<file path="src/logic/esi_pkg.sv">
package esi_pkg;

    // instruction code points
    localparam logic [7:0] ESI_OP_XFER_MAX   = 8'h7F;
    localparam logic [7:0] ESI_OP_COMMIT     = 8'h80;
    localparam logic [7:0] ESI_OP_CAL_ALL    = 8'h90;
    localparam logic [7:0] ESI_OP_CAL_SYS    = 8'h91;
    localparam logic [7:0] ESI_OP_CAL_APA    = 8'h92;
    localparam logic [7:0] ESI_OP_CAL_APB    = 8'h93;
    localparam logic [7:0] ESI_OP_FREE_BOTH  = 8'h98;
    localparam logic [7:0] ESI_OP_FREE_A     = 8'h99;
    localparam logic [7:0] ESI_OP_FREE_B     = 8'h9A;
    localparam logic [7:0] ESI_OP_SYNC_ALL   = 8'hA0;
    localparam logic [7:0] ESI_OP_SYNC_CH0   = 8'hA1;
    localparam logic [7:0] ESI_OP_SYNC_CH1   = 8'hA2;
    localparam logic [7:0] ESI_OP_COND_BASE  = 8'hB0;
    localparam logic [3:0] ESI_OP_COND_HI    = 4'hB;
    localparam logic [7:0] ESI_OP_PAUSE      = 8'hFE;
    localparam logic [7:0] ESI_OP_END        = 8'hFF;

    // register map offsets (Avalon word addresses, byte address = 4 * index)
    localparam logic [3:0] ESI_REG_CTRL      = 4'h0;
    localparam logic [3:0] ESI_REG_STATUS    = 4'h1;
    localparam logic [3:0] ESI_REG_CMAP      = 4'h2;
    localparam logic [3:0] ESI_REG_PTR       = 4'h3;

    // control register fields
    localparam int         ESI_CTRL_COND_LSB = 0;
    localparam int         ESI_CTRL_COND_W   = 4;
    localparam logic [3:0] ESI_CTRL_RST      = 4'h0;

    localparam logic [31:0] ESI_UNMAPPED_RD  = 32'h0000_0000;

    typedef enum logic [2:0]
    {
        ESI_ST_IDLE  = 3'b000,
        ESI_ST_OP    = 3'b001,
        ESI_ST_ADDRH = 3'b010,
        ESI_ST_ADDRL = 3'b011,
        ESI_ST_DATA  = 3'b100
    } esi_state_t;

    typedef enum logic [0:0]
    {
        ESI_DIR_DOWN = 1'b0,
        ESI_DIR_UP   = 1'b1
    } esi_dir_t;

endpackage

</file>
<file path="src/logic/esi_interp.sv">
// The Avalon-MM register port and the register offsets were decided locally.
`timescale 1ns/1ps
// Summary of operation
// - every instruction is one byte, optionally followed by payload bytes
// - download consumes stored instruction bytes strictly in order
// - upload emits instruction bytes from sequence registers plus fetched data
// - codes 00..7F are register transfers with two-byte address, MSB first
// - a transfer moves code plus one data bytes from the start address
// - 80 stored on upload, fires commit strobe on download
// - 90..AF stored on upload, acted upon only on download
// - 90..93 request PLL calibrations on download
// - 98..9A force digital loops to freerun on download
// - A0..A2 synchronise distribution outputs on download
// - FE is a pause in upload
// - FF ends the sequence in both directions
// - B0..BF stored verbatim on upload, no effect on upload flow
// - condition value is the code minus B0, range 0..15
// - software gives a 4-bit condition id compared with the map
// - nonzero condition value is added to the map on download
// - condition value zero empties the map on download
// - conditional and end codes always execute on download
// - empty map or id zero lets every instruction run
// - nonzero id present in the map lets instructions run
// - otherwise instructions are skipped until a matching or zero condition
// - pause idles but keeps the memory address pointer
// - end clears pointer; upload stores checksum, download verifies it
module esi_interp
    import esi_pkg::*;
#(
    parameter int PTR_W = 16
)
(
    input  wire logic        mclk_in,
    input  wire logic        nrst_in,
    // byte stream in: memory bytes on download, sequence bytes on upload
    input  wire logic        start_in,
    input  wire logic        dir_up_in,
    input  wire logic [7:0]  byte_in,
    input  wire logic        byte_valid_in,
    output logic             byte_ready_out,
    // register data fetched for an upload transfer
    input  wire logic [7:0]  fetch_data_in,
    // byte stream out: register writes on download, memory writes on upload
    output logic [7:0]       reg_data_out,
    output logic [15:0]      reg_addr_out,
    output logic             reg_wr_out,
    output logic             reg_rd_out,
    output logic [7:0]       mem_data_out,
    output logic             mem_wr_out,
    output logic             crc_store_out,
    output logic             crc_check_out,
    // device actions, one-cycle pulses; then busy, paused and pointer status levels
    output logic             commit_out,
    output logic             cal_sys_pll_out,
    output logic             cal_analog_output_pll_a_out,
    output logic             cal_analog_output_pll_b_out,
    output logic             freerun_digital_loop_a_out,
    output logic             freerun_digital_loop_b_out,
    output logic             sync_ch0_out,
    output logic             sync_ch1_out,
    output logic             busy_out,
    output logic             paused_out,
    output logic [PTR_W-1:0] mem_ptr_out,
    // Avalon-MM slave
    input  wire logic [3:0]  avs_address,
    input  wire logic        avs_read,
    input  wire logic        avs_write,
    input  wire logic [31:0] avs_writedata,
    output logic [31:0]      avs_readdata,
    output logic             avs_waitrequest
);

    // readback word and pointer increment both assume this width range
    if (PTR_W < 8 || PTR_W > 32)
    begin
        $error("esi_interp: PTR_W out of range");
    end

    // count_q holds the payload bytes still to move, minus one
    esi_state_t       state_q;
    esi_dir_t         dir_q;
    logic [6:0]       count_q;
    logic [15:0]      addr_q;
    logic [15:0]      cmap_q;
    logic [3:0]       cond_id_q;
    logic [PTR_W-1:0] ptr_q;
    logic             paused_q;
    logic             skip_q;
    logic             ack_q;

    // stream and condition decode, all combinational
    logic             take;
    logic             is_cond;
    logic [3:0]       cval;
    logic             run_ok;
    logic             down_q_run;

    assign take    = byte_valid_in && byte_ready_out;
    assign is_cond = (byte_in[7:4] == ESI_OP_COND_HI);
    assign cval    = 4'(byte_in - ESI_OP_COND_BASE);
    assign run_ok  = (cmap_q == 16'h0000) || (cond_id_q == 4'h0) || cmap_q[cond_id_q];
    assign down_q_run = (dir_q == ESI_DIR_DOWN) && run_ok;
    // an upload fetch cycle must not swallow the next sequence byte
    always_comb
    begin
        byte_ready_out = (state_q != ESI_ST_IDLE);
        if (dir_q == ESI_DIR_UP && state_q == ESI_ST_DATA)
            byte_ready_out = 1'b0;
    end
    assign busy_out    = (state_q != ESI_ST_IDLE);
    assign paused_out  = paused_q;
    assign mem_ptr_out = ptr_q;

    // sequencer: one byte per take, payload counted down
    always_ff @(posedge mclk_in or negedge nrst_in)
    begin
        if (!nrst_in)
        begin
            state_q  <= ESI_ST_IDLE;
            dir_q    <= ESI_DIR_DOWN;
            count_q  <= 7'h00;
            addr_q   <= 16'h0000;
            skip_q   <= 1'b0;
            paused_q <= 1'b0;
        end
        else
        begin
            case (state_q)
                ESI_ST_IDLE:
                begin
                    if (start_in)
                    begin
                        state_q  <= ESI_ST_OP;
                        dir_q    <= esi_dir_t'(dir_up_in);
                        paused_q <= 1'b0;
                    end
                end
                ESI_ST_OP:
                begin
                    if (take)
                    begin
                        if (byte_in <= ESI_OP_XFER_MAX)
                        begin
                            count_q <= byte_in[6:0];
                            // decision frozen at the opcode, payload still consumed
                            skip_q  <= (dir_q == ESI_DIR_DOWN) && !run_ok;
                            state_q <= ESI_ST_ADDRH;
                        end
                        else if (byte_in == ESI_OP_END)
                            state_q <= ESI_ST_IDLE;
                        // a pause on download falls through as a no-op
                        else if (byte_in == ESI_OP_PAUSE && dir_q == ESI_DIR_UP)
                        begin
                            state_q  <= ESI_ST_IDLE;
                            paused_q <= 1'b1;
                        end
                    end
                end
                ESI_ST_ADDRH:
                begin
                    if (take)
                    begin
                        addr_q[15:8] <= byte_in;
                        state_q      <= ESI_ST_ADDRL;
                    end
                end
                ESI_ST_ADDRL:
                begin
                    if (take)
                    begin
                        addr_q[7:0] <= byte_in;
                        state_q     <= ESI_ST_DATA;
                    end
                end
                ESI_ST_DATA:
                begin
                    // upload fetches one register byte per cycle, no stream byte used
                    if (take || dir_q == ESI_DIR_UP)
                    begin
                        addr_q <= addr_q + 16'h0001;
                        if (count_q == 7'h00)
                            state_q <= ESI_ST_OP;
                        else
                            count_q <= count_q - 7'h01;
                    end
                end
                default:
                    state_q <= ESI_ST_IDLE;
            endcase
        end
    end

    // memory address pointer survives a pause, cleared at end
    always_ff @(posedge mclk_in or negedge nrst_in)
    begin
        if (!nrst_in)
            ptr_q <= '0;
        else if (state_q == ESI_ST_OP && take && byte_in == ESI_OP_END)
            ptr_q <= '0;
        // the end byte's own store lands a cycle later and must not bump the pointer
        else if (crc_store_out || crc_check_out)
            ptr_q <= '0;
        // download counts taken bytes, upload counts stored bytes
        else if (mem_wr_out || (dir_q == ESI_DIR_DOWN && take))
            ptr_q <= ptr_q + PTR_W'(1);
    end

    // condition map, cleared at a start that is not a resume, set by condition codes only on download
    always_ff @(posedge mclk_in or negedge nrst_in)
    begin
        if (!nrst_in)
            cmap_q <= 16'h0000;
        // a resumed upload keeps the map of the interrupted run
        else if (state_q == ESI_ST_IDLE && start_in && !paused_q)
            cmap_q <= 16'h0000;
        else if (state_q == ESI_ST_OP && take && is_cond && dir_q == ESI_DIR_DOWN)
        begin
            if (cval == 4'h0)
                cmap_q <= 16'h0000;
            else
                cmap_q[cval] <= 1'b1;
        end
    end

    // register-side and memory-side byte strobes
    always_ff @(posedge mclk_in or negedge nrst_in)
    begin
        if (!nrst_in)
        begin
            reg_data_out  <= 8'h00;
            reg_addr_out  <= 16'h0000;
            reg_wr_out    <= 1'b0;
            reg_rd_out    <= 1'b0;
            mem_data_out  <= 8'h00;
            mem_wr_out    <= 1'b0;
            crc_store_out <= 1'b0;
            crc_check_out <= 1'b0;
        end
        else
        begin
            reg_wr_out    <= 1'b0;
            reg_rd_out    <= 1'b0;
            mem_wr_out    <= 1'b0;
            crc_store_out <= 1'b0;
            crc_check_out <= 1'b0;
            if (dir_q == ESI_DIR_DOWN && state_q == ESI_ST_DATA && take && !skip_q)
            begin
                reg_data_out <= byte_in;
                reg_addr_out <= addr_q;
                reg_wr_out   <= 1'b1;
            end
            if (dir_q == ESI_DIR_UP && state_q == ESI_ST_DATA)
            begin
                // fetched register byte lands in the image
                reg_addr_out <= addr_q;
                reg_rd_out   <= 1'b1;
                mem_data_out <= fetch_data_in;
                mem_wr_out   <= 1'b1;
            end
            else if (dir_q == ESI_DIR_UP && take && state_q != ESI_ST_IDLE
                     && !(state_q == ESI_ST_OP && byte_in == ESI_OP_PAUSE))
            begin
                // codes stored verbatim, incl. conditional and reserved ones
                mem_data_out <= byte_in;
                mem_wr_out   <= 1'b1;
            end
            // checksum work itself is left to the serial side
            if (state_q == ESI_ST_OP && take && byte_in == ESI_OP_END)
            begin
                crc_store_out <= (dir_q == ESI_DIR_UP);
                crc_check_out <= (dir_q == ESI_DIR_DOWN);
            end
        end
    end

    // device action pulses; unlisted codes fall through as no-ops
    always_ff @(posedge mclk_in or negedge nrst_in)
    begin
        if (!nrst_in)
        begin
            commit_out                  <= 1'b0;
            cal_sys_pll_out             <= 1'b0;
            cal_analog_output_pll_a_out <= 1'b0;
            cal_analog_output_pll_b_out <= 1'b0;
            freerun_digital_loop_a_out  <= 1'b0;
            freerun_digital_loop_b_out  <= 1'b0;
            sync_ch0_out                <= 1'b0;
            sync_ch1_out                <= 1'b0;
        end
        else
        begin
            commit_out                  <= 1'b0;
            cal_sys_pll_out             <= 1'b0;
            cal_analog_output_pll_a_out <= 1'b0;
            cal_analog_output_pll_b_out <= 1'b0;
            freerun_digital_loop_a_out  <= 1'b0;
            freerun_digital_loop_b_out  <= 1'b0;
            sync_ch0_out                <= 1'b0;
            sync_ch1_out                <= 1'b0;
            if (state_q == ESI_ST_OP && take && down_q_run)
            begin
                case (byte_in)
                    ESI_OP_COMMIT:    commit_out <= 1'b1;
                    ESI_OP_CAL_ALL:
                    begin
                        cal_sys_pll_out             <= 1'b1;
                        cal_analog_output_pll_a_out <= 1'b1;
                        cal_analog_output_pll_b_out <= 1'b1;
                    end
                    ESI_OP_CAL_SYS:   cal_sys_pll_out <= 1'b1;
                    ESI_OP_CAL_APA:   cal_analog_output_pll_a_out <= 1'b1;
                    ESI_OP_CAL_APB:   cal_analog_output_pll_b_out <= 1'b1;
                    ESI_OP_FREE_BOTH:
                    begin
                        freerun_digital_loop_a_out <= 1'b1;
                        freerun_digital_loop_b_out <= 1'b1;
                    end
                    ESI_OP_FREE_A:    freerun_digital_loop_a_out <= 1'b1;
                    ESI_OP_FREE_B:    freerun_digital_loop_b_out <= 1'b1;
                    ESI_OP_SYNC_ALL:
                    begin
                        sync_ch0_out <= 1'b1;
                        sync_ch1_out <= 1'b1;
                    end
                    ESI_OP_SYNC_CH0:  sync_ch0_out <= 1'b1;
                    ESI_OP_SYNC_CH1:  sync_ch1_out <= 1'b1;
                    default:          ;
                endcase
            end
        end
    end

    // Avalon slave: one wait cycle, then acknowledge
    always_ff @(posedge mclk_in or negedge nrst_in)
    begin
        if (!nrst_in)
            ack_q <= 1'b0;
        else
            // toggling gives one wait cycle per access, back to back too
            ack_q <= (avs_read || avs_write) && !ack_q;
    end

    assign avs_waitrequest = (avs_read || avs_write) && !ack_q;

    always_ff @(posedge mclk_in or negedge nrst_in)
    begin
        if (!nrst_in)
            cond_id_q <= ESI_CTRL_RST;
        // written on the completing edge, the one the master samples
        else if (avs_write && ack_q && avs_address == ESI_REG_CTRL)
            cond_id_q <= avs_writedata[ESI_CTRL_COND_LSB +: ESI_CTRL_COND_W];
    end

    always_ff @(posedge mclk_in or negedge nrst_in)
    begin
        if (!nrst_in)
            avs_readdata <= 32'h0000_0000;
        // loaded in the wait cycle so it stands at the completing edge
        else if (avs_read && !ack_q)
        begin
            case (avs_address)
                ESI_REG_CTRL:   avs_readdata <= {28'h0, cond_id_q};
                ESI_REG_STATUS: avs_readdata <= {27'h0, skip_q, paused_q, dir_q, state_q != ESI_ST_IDLE, !run_ok};
                ESI_REG_CMAP:   avs_readdata <= {16'h0, cmap_q};
                ESI_REG_PTR:    avs_readdata <= 32'(ptr_q);
                default:        avs_readdata <= ESI_UNMAPPED_RD;
            endcase
        end
    end

endmodule

</file>
<file path="config.mk">
export PLATFORM = sky130hd
export DESIGN_NAME = esi_interp
export DESIGN_NICKNAME = d
export VERILOG_FILES = /design/src/logic/esi_pkg.sv /design/src/logic/esi_interp.sv
export SDC_FILE = /design/constraint.sdc
export NUM_CORES = 1
export LEC_CHECK = 0
export ABC_AREA = 0
export BUFFER_PORTS_ARGS = -buffer_cell sky130_fd_sc_hd__buf_2
export CAP_MARGIN = 30
export CORE_UTILIZATION = 48
export CTS_BUF_LIST = sky130_fd_sc_hd__clkbuf_2 sky130_fd_sc_hd__clkbuf_4 sky130_fd_sc_hd__clkbuf_8
export DETAILED_ROUTE_END_ITERATION = 10
export HOLD_SLACK_MARGIN = 0.12
export PLACE_DENSITY = 0.73
export SYNTH_ARGS = -nofsm -noshare
export SYNTH_HDL_FRONTEND = slang
export SYNTH_SLANG_ARGS = --single-unit
</file>
<file path="constraint.sdc">
create_clock -name mclk_in -period 6.3 [get_ports mclk_in]
set_clock_uncertainty 0.1 [all_clocks]
set_input_delay 0.315 -clock mclk_in [delete_from_list [all_inputs] [get_ports mclk_in]]
set_output_delay 0.315 -clock mclk_in [all_outputs]
set_load 0.02 [all_outputs]
</file>
# Word level (Yosys, flattened, before mapping)
# Cells that the tools add are included.
# word_totals
register_bits,143
output_inout_bits,97
# op_classes
eq_ne,33
mux,63
magnitude_cmp,4
n_reduce_logical,65
addsub,4
bitwise,2
# op_table
cell,n
two-way mux 16 bit,9
equality test 8 bit (second input constant),13
one-hot mux 16 bit (4 select lines),1
adder 16 x 1 -> 16 bit (second input constant),2
one-hot mux 8 bit (2 select lines),2
two-way mux 1 bit,30
two-way mux 7 bit,4
two-way mux 3 bit,9
logical AND 1 bit,25
two-way mux 8 bit,3
!= test 2 bit (second input constant),11
logical NOT 16 bit,1
bitwise OR 16 bit,1
one-hot mux 3 bit (5 select lines),1
one-hot mux 7 bit (2 select lines),1
nonzero test 2 bit,7
OR reduction 2 bit,7
logical NOT 4 bit,3
less-than comparator 4 x 5 -> 1 bit (second input constant),2
AND reduction 3 bit,3
equality test 4 x 2 -> 1 bit (second input constant),2
<= comparator 8 x 7 -> 1 bit (second input constant),1
logical NOT 7 bit,1
AND reduction 7 bit,1
other kinds (20),31

# Logic depth before layout (Yosys ltp)
# Gate-level depths: netlist of the first run.
# depth
ltp_word,9
ltp_mapped,9
mapped_depth_nobuf,7

# Worst setup path before layout of the first run
# Ideal clock, no wire load.
# synth_timing
kind,reg-to-reg
from,register cond_id_q[0]
to,register cal_analog_output_pll_b_out
setup_time_ns,0.137
n_path_buf,1
slack_ns,4.080
arrival_time_ns,1.984
stages_incl_launch_ff,7
synth_period_minus_slack_ns,2.220
path_cell_list,dfrtp_1 clkbuf_1 mux4_2 nor2b_1 o32a_1 o21ai_1 nor3_1
# synth_between
elab_chain_cells,6
elab_cells_between_ends,8
cone_classes,3 x mux; 5 x reduce/logical
# synth_rtl
item,line,text
start: declaration,esi_interp.sv:85,logic [3:0] cond_id_q;
start signal: assignment,esi_interp.sv:351,cond_id_q <= avs_writedata[ESI_CTRL_COND_LSB +: ESI_CTRL_COND_W];
binary-select mux 1 bit (select 4 bit) or logical NOT 4 bit (tied branches),esi_interp.sv:101,assign run_ok = (cmap_q == 16'h0000) || (cond_id_q == 4'h0) || cmap_q[cond_id_q];
two-way mux 1 bit (not written as such) or logical OR 1 bit (tied branches),esi_interp.sv:101,
logical OR 1 bit (*),esi_interp.sv:101,
logical AND 1 bit (*),esi_interp.sv:102,assign down_q_run = (dir_q == ESI_DIR_DOWN) && run_ok;
logical AND 1 bit (*),esi_interp.sv:300,if (state_q == ESI_ST_OP && take && down_q_run)
two-way mux 1 bit (*),esi_interp.sv:300,
end signal: assignment,esi_interp.sv:295,cal_analog_output_pll_b_out <= 1'b0;
end signal: assignment,esi_interp.sv:308,cal_analog_output_pll_b_out <= 1'b1;
end signal: assignment,esi_interp.sv:312,ESI_OP_CAL_APB: cal_analog_output_pll_b_out <= 1'b1;
end: declaration,esi_interp.sv:56,"output logic cal_analog_output_pll_b_out,"
# Every way passes the cells marked *; elsewhere a longest branch is shown, timed or not. The select of a mux whose other input is x is not followed.
# A chain may end at the register's enable or synchronous reset.

# Worst setup path in the final report of the first run
# layout_timing
from,register state_q[2]
to,register reg_addr_out[15]
# layout_between
elab_chain_cells,7
elab_cells_between_ends,10
cone_classes,1 x eq/ne; 2 x mux; 7 x reduce/logical
# layout_rtl
item,line,text
start: declaration,esi_interp.sv:80,esi_state_t state_q;
start signal: assignment,esi_interp.sv:119,state_q <= ESI_ST_IDLE;
start signal: assignment,esi_interp.sv:133,state_q <= ESI_ST_OP;
start signal: assignment,esi_interp.sv:147,state_q <= ESI_ST_ADDRH;
equality test 3 bit,"esi_interp.sv:107, esi_interp.sv:246, esi_interp.sv:252",
logical AND 1 bit,"esi_interp.sv:107, esi_interp.sv:252",
two-way mux 1 bit,esi_interp.sv:107,if (dir_q == ESI_DIR_UP && state_q == ESI_ST_DATA)
logical AND 1 bit,esi_interp.sv:98,assign take = byte_valid_in && byte_ready_out;
logical AND 1 bit (2 in series),esi_interp.sv:246,if (dir_q == ESI_DIR_DOWN && state_q == ESI_ST_DATA && take && !skip_q)
nonzero test 2 bit (no line),n/a,
end signal: assignment,esi_interp.sv:249,reg_addr_out <= addr_q;
end signal: assignment,esi_interp.sv:255,reg_addr_out <= addr_q;
end: declaration,esi_interp.sv:45,"output logic [15:0] reg_addr_out,"
# Several ways; a longest one is shown, not always the timed one.

==> results of run 1 <==
==> cell families after synthesis <==
| logic type | Yosys count | share of synthesized area (%) |
|---|---|---|
| adders and majority gates | 3 | 0.592 |
| DFF | 127 | 50.1 |
| and+or+nand+nor | 231 | 18.0 |
| buffers and inverters | 65 | 5.11 |
| muxes | 46 | 8.88 |
| xor gates and xnor gates | 13 | 1.80 |
| AOI/OAI and AO/OA | 160 | 15.5 |
| other | 1 | 0.0591 |
==> timing repair <==
action / in CTS / in global routing
hold buffers: 17 / 1
setup endpoints to repair: 0 / 0
hold endpoints to repair: 90 / 1
==> cell type report <==
type	count	area [um2]	area share, %
flip-flops and latches	127	3180	42.0
multi-input cells	469	2910	38.4
inverters	12	46.3	0.612
well taps	172	215	2.85
clock inverters	12	141	1.87
clock buffers	20	269	3.56
repair buffers	136	806	10.7
==> layer usage <==
| metal | vias to the layer above | GRT usage [%] | part of all wire, % |
|---|---|---|---|
| met5 | - | 0 | 0 |
| met4 | 0 | 9.96 | 1.9 |
| met3 | 24 | 5.25 | 7.1 |
| met2 | 243 | 40.4 | 48 |
| met1 | 2658 | 34.2 | 43 |
| li1 | 2547 | - | - |
==> cell usage in the layout, fill, tap and decap left out, types with 19 or more instances in the layout <==
cell	netlist	final
dfrtp_1	127	127
nand2_1	44	44
nor2_1	73	73
nor3_1	19	19
buf_2	3	112
mux2_2	26	26
clkbuf_8	0	19
nand3_1	23	23
o21ai_0	48	48
a21oi_1	43	43
==> per-stage QoR <==
step | hold slack (ps) | total power, mW | instance area (um2)
final | 179 | 3.17 | 7560
after global routing | 165 | 3.38 | 7560
after CTS | 136 | 3.18 | 7520
after detailed placement | 338 | 2.44 | 6940
after global placement | 334 | 2.39 | 6930
after floorplan | -80.6 | 2.07 | 6400
==> worst max path at each step <==
stage	startpoint	to	cells past startpoint
detailed placement	state_q[2]	reg_addr_out[15]	6
CTS	state_q[2]	reg_addr_out[15]	6
floorplan	cond_id_q[0]	cal_analog_output_pll_b_out	6
global placement	state_q[2]	reg_addr_out[5]	6
global route	state_q[2]	reg_addr_out[15]	6
finish	state_q[2]	reg_addr_out[15]	6
==> power groups by stage <==
stage / Clock, mW / Combinational, mW / Sequential (mW)
after floorplan: 0 / 0.684 / 1.38
after global placement: 0 / 1.08 / 1.31
after detailed placement: 0 / 1.11 / 1.33
after CTS: 0.741 / 1.12 / 1.31
after global routing: 0.781 / 1.24 / 1.36
final: 0.730 / 1.13 / 1.32
==> sequential cells by signal (all words and copies together), names as in the netlist, 4 cells and up <==
| signal | count |
|---|---|
| mem_data_out | 8 |
| addr_q | 16 |
| cond_id_q | 4 |
| reg_addr_out | 16 |
| count_q | 7 |
| mem_ptr_out | 16 |
| cmap_q | 16 |
| reg_data_out | 8 |
| avs_readdata | 16 |
==> results.py, run 1 <==
metrics = {
    "worst_hold_path": {
        "min_path_cells": 2,
        "hold_path_class": "primary input to flop",
        "hp-start": "byte_in[1]",
        "worstHoldEndpoint": "freerun_digital_loop_a_out",
    },
    "setup_path": {
        "endpoint_kind": "flop",
        "worstPathArrival_ps": 3080,
        "r2r-start": "state_q[2]",
        "critPathMaxFanout": 29,
        "critPathTopFamily": "simple AND/OR/NAND/NOR gates",
        "path_buf_inv": 2,
        "worstSetupPathType": "flop to flop",
        "path_cells": "nor3b_4, buf_4, nand2_1, inv_1, nor2_4, mux2_2",
        "reg2reg_slack_ps": 3450,
        "start_kind": "flop",
        "reg2reg_depth": 6,
        "cpPeakStageDelay_ps": 560,
        "cp.required_ps": 6520,
        "timing.rr.end": "reg_addr_out[15]",
        "slowest_stage": "dfrtp_1",
    },
    "yosys": {
        "synth_cells": 646,
        "async_flop_share_pct": 100,
        "avgSynthCellArea_um2": 9.81,
        "synth_top_cell_area_share_pct": 50.1,
        "synth_area_leader_cell": "dfrtp_1",
        "synth_cell_types": 61,
        "synth_area_leaders": "dfrtp_1, mux2_2, nor2_1",
        "synth_area_um2": 6340,
        "synth_edf_count": 0,
        "ys_warn_count": 0,
        "ys_ff_latch": 127,
        "synth.most_common_cell": "dfrtp_1",
        "netlist_top_cells_count": "dfrtp_1, nor2_1, o21ai_0",
        "synth_ff_type": "dfrtp_1",
        "seq_area_frac_synth_pct": 50.1,
    },
    "floorplanning": {
        "die_w_um": 117,
        "die_h_um": 117,
        "start_util_pct": 49.6,
        "core_um2": 12800,
        "dieArea_um2": 13700,
        "rows": 41,
        "ioPinCount": 156,
    },
    "drt": {
        "drc_errors": 0,
        "drt_wl_total_um": 16500,
        "num_vias": 5472,
        "ant_nets": 0,
        "first_iter_violations": 494,
        "dr.pass1.iters": 5,
        "wl_per_cell_um": 17.4,
        "drt-vias-per-instance": 5.77,
    },
    "place": {
        "dp.cells": 897,
        "io_buffer_count": 111,
        "place_congestion": 0.827,
        "post-place-ws_ps": 3470,
        "dp_hpwl_um": 11400,
    },
    "sta": {
        "min_period_ps": 2850,
        "drv_slew": 0,
        "setup_viol": 0,
        "finalCritPeriodShare_pct": 45.3,
        "tns_ps": 0,
        "tightest_slew_ps": 1090,
        "layout_setup_ws_ps": 3450,
        "slew_headroom_pct": 27.3,
        "fmax_mhz": 351,
        "rsz0062_at_grt": "no",
        "hold_violations": 0,
    },
    "pwr": {
        "combPwrFrac_pct": 35.5,
        "seqPwrFrac_pct": 41.6,
        "switching_power_mw": 1.26,
        "intPower_mw": 1.92,
        "ir_drop_v": 0.000247,
        "clockPowerShare_pct": 23.0,
        "swShare_pct": 39.5,
        "power_density_nw_per_um2": 420,
        "p_leak_nw": 3.57,
    },
    "cts": {
        "tritoncts": "yes",
        "cts_htree_levels": 4,
        "numCtsBuffers": 17,
        "clkTransAtPathRegs_ps": 70,
        "postCtsSetupRepairBufs": 0,
        "clockRootBuffer": "clkbuf_8",
        "cts.sink_count": 127,
        "post_cts_resized": 0,
        "worstSkewPairLatency_ps": 440,
        "clock_path_buffers": 2,
    },
    "grt": {
        "grt-ovfl-total": 0,
        "antenna_found_initial": 0,
        "grt_max_degree": 77,
        "grt_pass1_vias": 5057,
        "grt_pass1_wl_um": 26100,
        "grt_use_total_pct": 25.4,
    },
    "final_layout": {
        "instances_no_fill": 948,
        "fill_cells": 1095,
        "fin_nets": 825,
        "finish.utilization_pct": 59.2,
        "syn2layout_area_growth_pct": 19.3,
        "n_antenna_cell": 0,
        "drive_above_1_share_pct": 24.9,
    },
    "run": {
        "maxCapViolations": 0,
    },
    "outcome": {
        "status": "completed",
    },
}
Power figures use the tool's default switching activity.
==> run 2: changes to the inputs <==
Settings changed: ABC_AREA 0 to 1, PLACE_DENSITY 0.73 to 0.75.
Clock period 6.3 ns to 2.4 ns, I/O delays scaled along.
==> results.py, run 2 <==
metrics = {
    "floorplanning": {
        "rows": 43,
        "die_h_um": 121,
        "die_w_um": 121,
        "dieArea_um2": 14600,
        "start_util_pct": 49.0,
        "ioPinCount": 156,
        "core_um2": 13800,
    },
    "setup_path": {
        "crit_path_start": "avs_address[1]",
        "critPathMaxFanout": 8,
        "cp.required_ps": 2630,
        "start_kind": "primary input",
        "worstSetupPathType": "primary input to flop",
        "crit_path_end": "cond_id_q[0]",
        "endpoint_kind": "flop",
        "timing.rr.end": "avs_readdata[0]",
        "worstPathArrival_ps": 2540,
        "reg2reg_depth": 10,
        "r2r-start": "cond_id_q[0]",
        "reg2reg_slack_ps": 200,
    },
    "drt": {
        "first_iter_violations": 588,
        "wl_per_cell_um": 14.7,
        "drt-vias-per-instance": 5.30,
        "dr.pass1.iters": 5,
        "drt_wl_total_um": 18600,
        "ant_nets": 0,
        "num_vias": 6704,
        "drc_errors": 0,
    },
    "cts": {
        "clock_path_buffers": 2,
        "cts.sink_count": 127,
        "cts_htree_levels": 4,
        "postCtsSetupRepairBufs": 0,
        "numCtsBuffers": 17,
        "tritoncts": "yes",
        "worstSkewPairLatency_ps": 450,
        "clkTransAtPathRegs_ps": 80,
        "clockRootBuffer": "clkbuf_8",
    },
    "yosys": {
        "ys_warn_count": 0,
        "synth_ff_type": "dfrtp_1",
        "synth.most_common_cell": "nand2_1",
        "synth_compound_area_share_pct": 12.6,
        "synth_area_leader_cell": "dfrtp_1",
        "avgSynthCellArea_um2": 7.48,
        "async_flop_share_pct": 100,
        "synth_simple_gate_area_share_pct": 29.1,
        "synth_top_family_by_area": "simple AND/OR/NAND/NOR gates",
        "synth_edf_count": 0,
        "seq_area_frac_synth_pct": 46.9,
        "netlist_top_cells_count": "nand2_1, dfrtp_1, nor2_1",
        "synth_area_leaders": "dfrtp_1, nand2_1, nor2_1",
        "synth_cell_types": 35,
        "synth_cells": 905,
        "synth_top_cell_area_share_pct": 46.9,
        "ys_ff_latch": 127,
        "synth_mux_area_share_pct": 0,
        "synth_area_um2": 6770,
        "synth-xor-area-share_pct": 1.16,
        "synth_adder_area_share_pct": 0.554,
    },
    "place": {
        "dp_hpwl_um": 13200,
        "place_congestion": 0.895,
        "dp.cells": 1187,
        "io_buffer_count": 111,
        "place_area_um2": 7510,
    },
    "pwr": {
        "p_leak_nw": 4.32,
        "ir_drop_v": 0.000732,
        "seqPwrFrac_pct": 36.9,
        "combPwrFrac_pct": 39.7,
        "swShare_pct": 42.4,
        "intPower_mw": 4.98,
        "switching_power_mw": 3.66,
        "clockPowerShare_pct": 23.4,
        "power_density_nw_per_um2": 1020,
    },
    "grt": {
        "antenna_found_initial": 0,
        "grt_pass1_wl_um": 30400,
        "grt_max_degree": 61,
        "grt_pass1_vias": 6255,
        "grt_use_total_pct": 26.9,
        "grt-ovfl-total": 0,
    },
    "final_layout": {
        "fill_cells": 1230,
        "fin_nets": 1134,
        "syn2layout_area_growth_pct": 24.7,
        "final_cell_mix": "nand2_1, dfrtp_1, nor2_1, buf_2, inv_1",
        "instances_no_fill": 1265,
        "drive_above_1_share_pct": 17.5,
        "finalInstanceArea_um2": 8440,
        "n_antenna_cell": 0,
        "final_common_cell": "nand2_1",
    },
    "sta": {
        "finalHoldWorstSlack_ps": 166,
        "drv_slew": 0,
        "min_period_ps": 2310,
        "setup_viol": 0,
        "tightest_slew_ps": 614,
        "tns_ps": 0,
        "hold_violations": 0,
        "finalCritPeriodShare_pct": 96.2,
        "fmax_mhz": 433,
        "slew_headroom_pct": 58.7,
    },
    "run": {
        "maxCapViolations": 0,
    },
    "worst_hold_path": {
        "hold_path_class": "primary input to async pin",
    },
    "outcome": {
        "status": "completed",
    },
}
-- run 2: cell count changes in the layout (fill, tap and decap cells not counted), moves of 13 or more --
cell and change:
nand2_1 +173, dlygate4sd3_1 +27, a21oi_1 +22, inv_1 +88
mux2_2 -26, nor2_1 +42, nand3_1 +48, nor4_1 -13
-- run 2: repair_timing --
item                                   4_1_cts  5_1_grt
hold buffers                                47        0
setup endpoints to repair                    0        8
gates resized for setup                      0        6
endpoints found under the hold margin      197        0
-- run 2: logic make-up after synthesis --
| group | count (synthesis) |
|---|---|
| buffers and inverters | 149 |
| AND/OR/NAND/NOR | 460 |
| flip-flops | 127 |
| adder cells (fa/ha/maj) | 3 |
| XOR/XNOR | 9 |
| AO/OA/AOI/OAI | 156 |
| other | 1 |
-- run 2: worst min-delay path by stage --
stage                      endpoint  slack (ps)  cells after the start
CTS                 avs_readdata[4]         130                      6
floorplan                     ack_q        -280                      0
global placement         reg_rd_out           9                      1
finish                   reg_rd_out         170                      3
global route             reg_rd_out         190                      3
detailed placement       reg_rd_out           9                      1
-- run 2: layer usage --
layer	vias to the layer above	part of all wire, %	GRT usage, %
li1	3235	-	-
met1	3166	43	35.8
met2	265	47	42.6
met3	38	6.5	6.18
met4	0	2.7	10.6
met5	-	0	0
-- run 2: critical path, stage by stage --
cell           delay, ps
dlygate4sd3_1        550
buf_2                160
nor3_4               230
nand3_2              180
nor2_1               140
dlygate4sd3_1        560
a21oi_1               40
dlygate4sd3_1        560
-- run 2: cell type report --
cell class              count  area (um2)  share of cell area, %
repair buffers            172        1170                   13.8
inverters                 110         417                   4.93
well taps                 180         225                   2.67
clock buffers              20         275                   3.26
multi-input cells         644        3020                   35.8
flip-flops and latches    127        3180                   37.6
clock inverters            12         158                   1.87
-- run 2: through the flow --
step | setup slack [ps] | power, mW | util, %
floorplan | 597 | 5.46 | -
global placement | 444 | 6.42 | 54.3
detailed placement | 391 | 6.52 | 54.3
CTS | 3.00 | 8.61 | 61.0
global route | -2.06 | 9.18 | 61.1
finish | 92.1 | 8.63 | 61.1
-- run 2: power groups by stage --
stage	clock (mW)	sequential, mW	combinational, mW
after CTS	2.04	3.17	3.40
after detailed placement	0	3.21	3.31
final	2.02	3.18	3.43
after floorplan	0	3.51	1.95
after global placement	0	3.19	3.23
after global routing	2.13	3.25	3.80
==> run 3: changes to the inputs <==
Settings changed: ABC_AREA 1 to not set, PLACE_DENSITY 0.75 to 0.76.
==> results.py, run 3 (same netlist as run 1, synthesis figures left out) <==
metrics = {
    "setup_path": {
        "worstPathArrival_ps": 2550,
        "start_kind": "flop",
        "r2r-start": "state_q[2]",
        "path_buf_inv": 0,
        "endpoint_kind": "flop",
        "critPathTopFamily": "simple AND/OR/NAND/NOR gates",
        "reg2reg_depth": 5,
        "reg2reg_slack_ps": 80,
        "path_cells": "or3b_1, or3_1, o21ai_4, mux2i_1, a21oi_1",
        "timing.rr.end": "mem_data_out[6]",
        "critPathMaxFanout": 8,
        "cp.required_ps": 2630,
        "worstSetupPathType": "flop to flop",
        "slowest_stage": "or3_1",
        "cpPeakStageDelay_ps": 510,
    },
    "floorplanning": {
        "core_um2": 12800,
        "ioPinCount": 156,
        "rows": 41,
        "start_util_pct": 49.6,
        "die_w_um": 117,
        "dieArea_um2": 13700,
        "die_h_um": 117,
    },
    "outcome": {
        "status": "completed",
    },
    "drt": {
        "drt-vias-per-instance": 5.72,
        "first_iter_violations": 653,
        "ant_nets": 0,
        "num_vias": 5642,
        "wl_per_cell_um": 17.5,
        "drt_wl_total_um": 17300,
        "dr.pass1.iters": 5,
        "drc_errors": 0,
    },
    "final_layout": {
        "drive_above_1_share_pct": 26.4,
        "instances_no_fill": 986,
        "final_common_cell": "dfrtp_1",
        "syn2layout_area_growth_pct": 23.8,
        "multi_input_comb_area_um2": 2900,
        "n_antenna_cell": 0,
        "final_cell_mix": "dfrtp_1, buf_2, nor2_1, o21ai_0, nand2_1",
        "regArea_um2": 3180,
        "fill_cells": 1062,
        "finish.utilization_pct": 61.5,
        "fin_nets": 864,
        "finalInstanceArea_um2": 7850,
    },
    "cts": {
        "numCtsBuffers": 17,
        "cts.sink_count": 127,
        "clock_path_buffers": 2,
        "cts_htree_levels": 4,
        "worstSkewPairLatency_ps": 460,
        "postCtsSetupRepairBufs": 0,
        "clkTransAtPathRegs_ps": 80,
        "tritoncts": "yes",
        "clockRootBuffer": "clkbuf_8",
    },
    "sta": {
        "slew_headroom_pct": 51.4,
        "layout_setup_ws_ps": 77.4,
        "drv_slew": 0,
        "min_period_ps": 2320,
        "finalCritPeriodShare_pct": 96.8,
        "fmax_mhz": 431,
        "finalHoldWorstSlack_ps": 145,
        "hold_violations": 0,
        "tns_ps": 0,
        "tightest_slew_ps": 724,
        "rsz0062_at_grt": "no",
        "setup_viol": 0,
    },
    "pwr": {
        "p_leak_nw": 3.73,
        "total_power_mw": 8.41,
        "ir_drop_v": 0.000555,
        "power_density_nw_per_um2": 1070,
    },
    "grt": {
        "grt_pass1_vias": 5406,
        "grt_max_degree": 54,
        "antenna_found_initial": 0,
        "grt_use_total_pct": 27.1,
        "grt-ovfl-total": 0,
        "grt_pass1_wl_um": 27700,
    },
    "worst_hold_path": {
        "hold_path_class": "primary input to async pin",
    },
    "place": {
        "post-place-ws_ps": -91.7,
        "dp.cells": 921,
        "place_congestion": 0.885,
        "place_area_um2": 7130,
        "dp_hpwl_um": 11900,
        "io_buffer_count": 111,
    },
    "run": {
        "maxCapViolations": 0,
    },
}
[run 3: worst max path at each step]
stage | startpoint | end | slack (ps) | depth (start not counted)
floorplan | cond_id_q[0] | cal_analog_output_pll_b_out | 180 | 6
global placement | count_q[0] | count_q[1] | 110 | 6
detailed placement | count_q[1] | count_q[1] | -90 | 6
CTS | state_q[2] | mem_data_out[6] | 90 | 5
global route | state_q[2] | mem_data_out[6] | 5 | 5
finish | state_q[2] | mem_data_out[6] | 80 | 5
[run 3: report_power, final]
group          internal [mW]  switching, mW  leakage [nW]
clock network          0.961          0.814         0.199
logic                   1.36           1.96          1.90
registers               2.77          0.557          1.63
total                   5.08           3.33          3.73
[run 3: area by class of cell]
| cell class | instances | area share, % |
|---|---|---|
| inverters | 12 | 0.590 |
| clock inverters | 6 | 0.733 |
| multi-input cells | 469 | 36.9 |
| repair buffers | 175 | 14.5 |
| clock buffers | 25 | 4.06 |
| well taps | 172 | 2.74 |
| flip-flops and latches | 127 | 40.5 |
[run 3: what timing repair did]
action	CTS	global route
gates resized for setup	1	0
setup endpoints to repair	1	0
hold buffers	34	0
endpoints found under the hold margin	154	0
[run 3: per-layer routing]
metal / global-route usage [%] / routed length [um]
met1: 34.6 / 7440
met2: 43.7 / 8270
met5: 0 / 0
met4: 12.8 / 416
met3: 6.18 / 1180
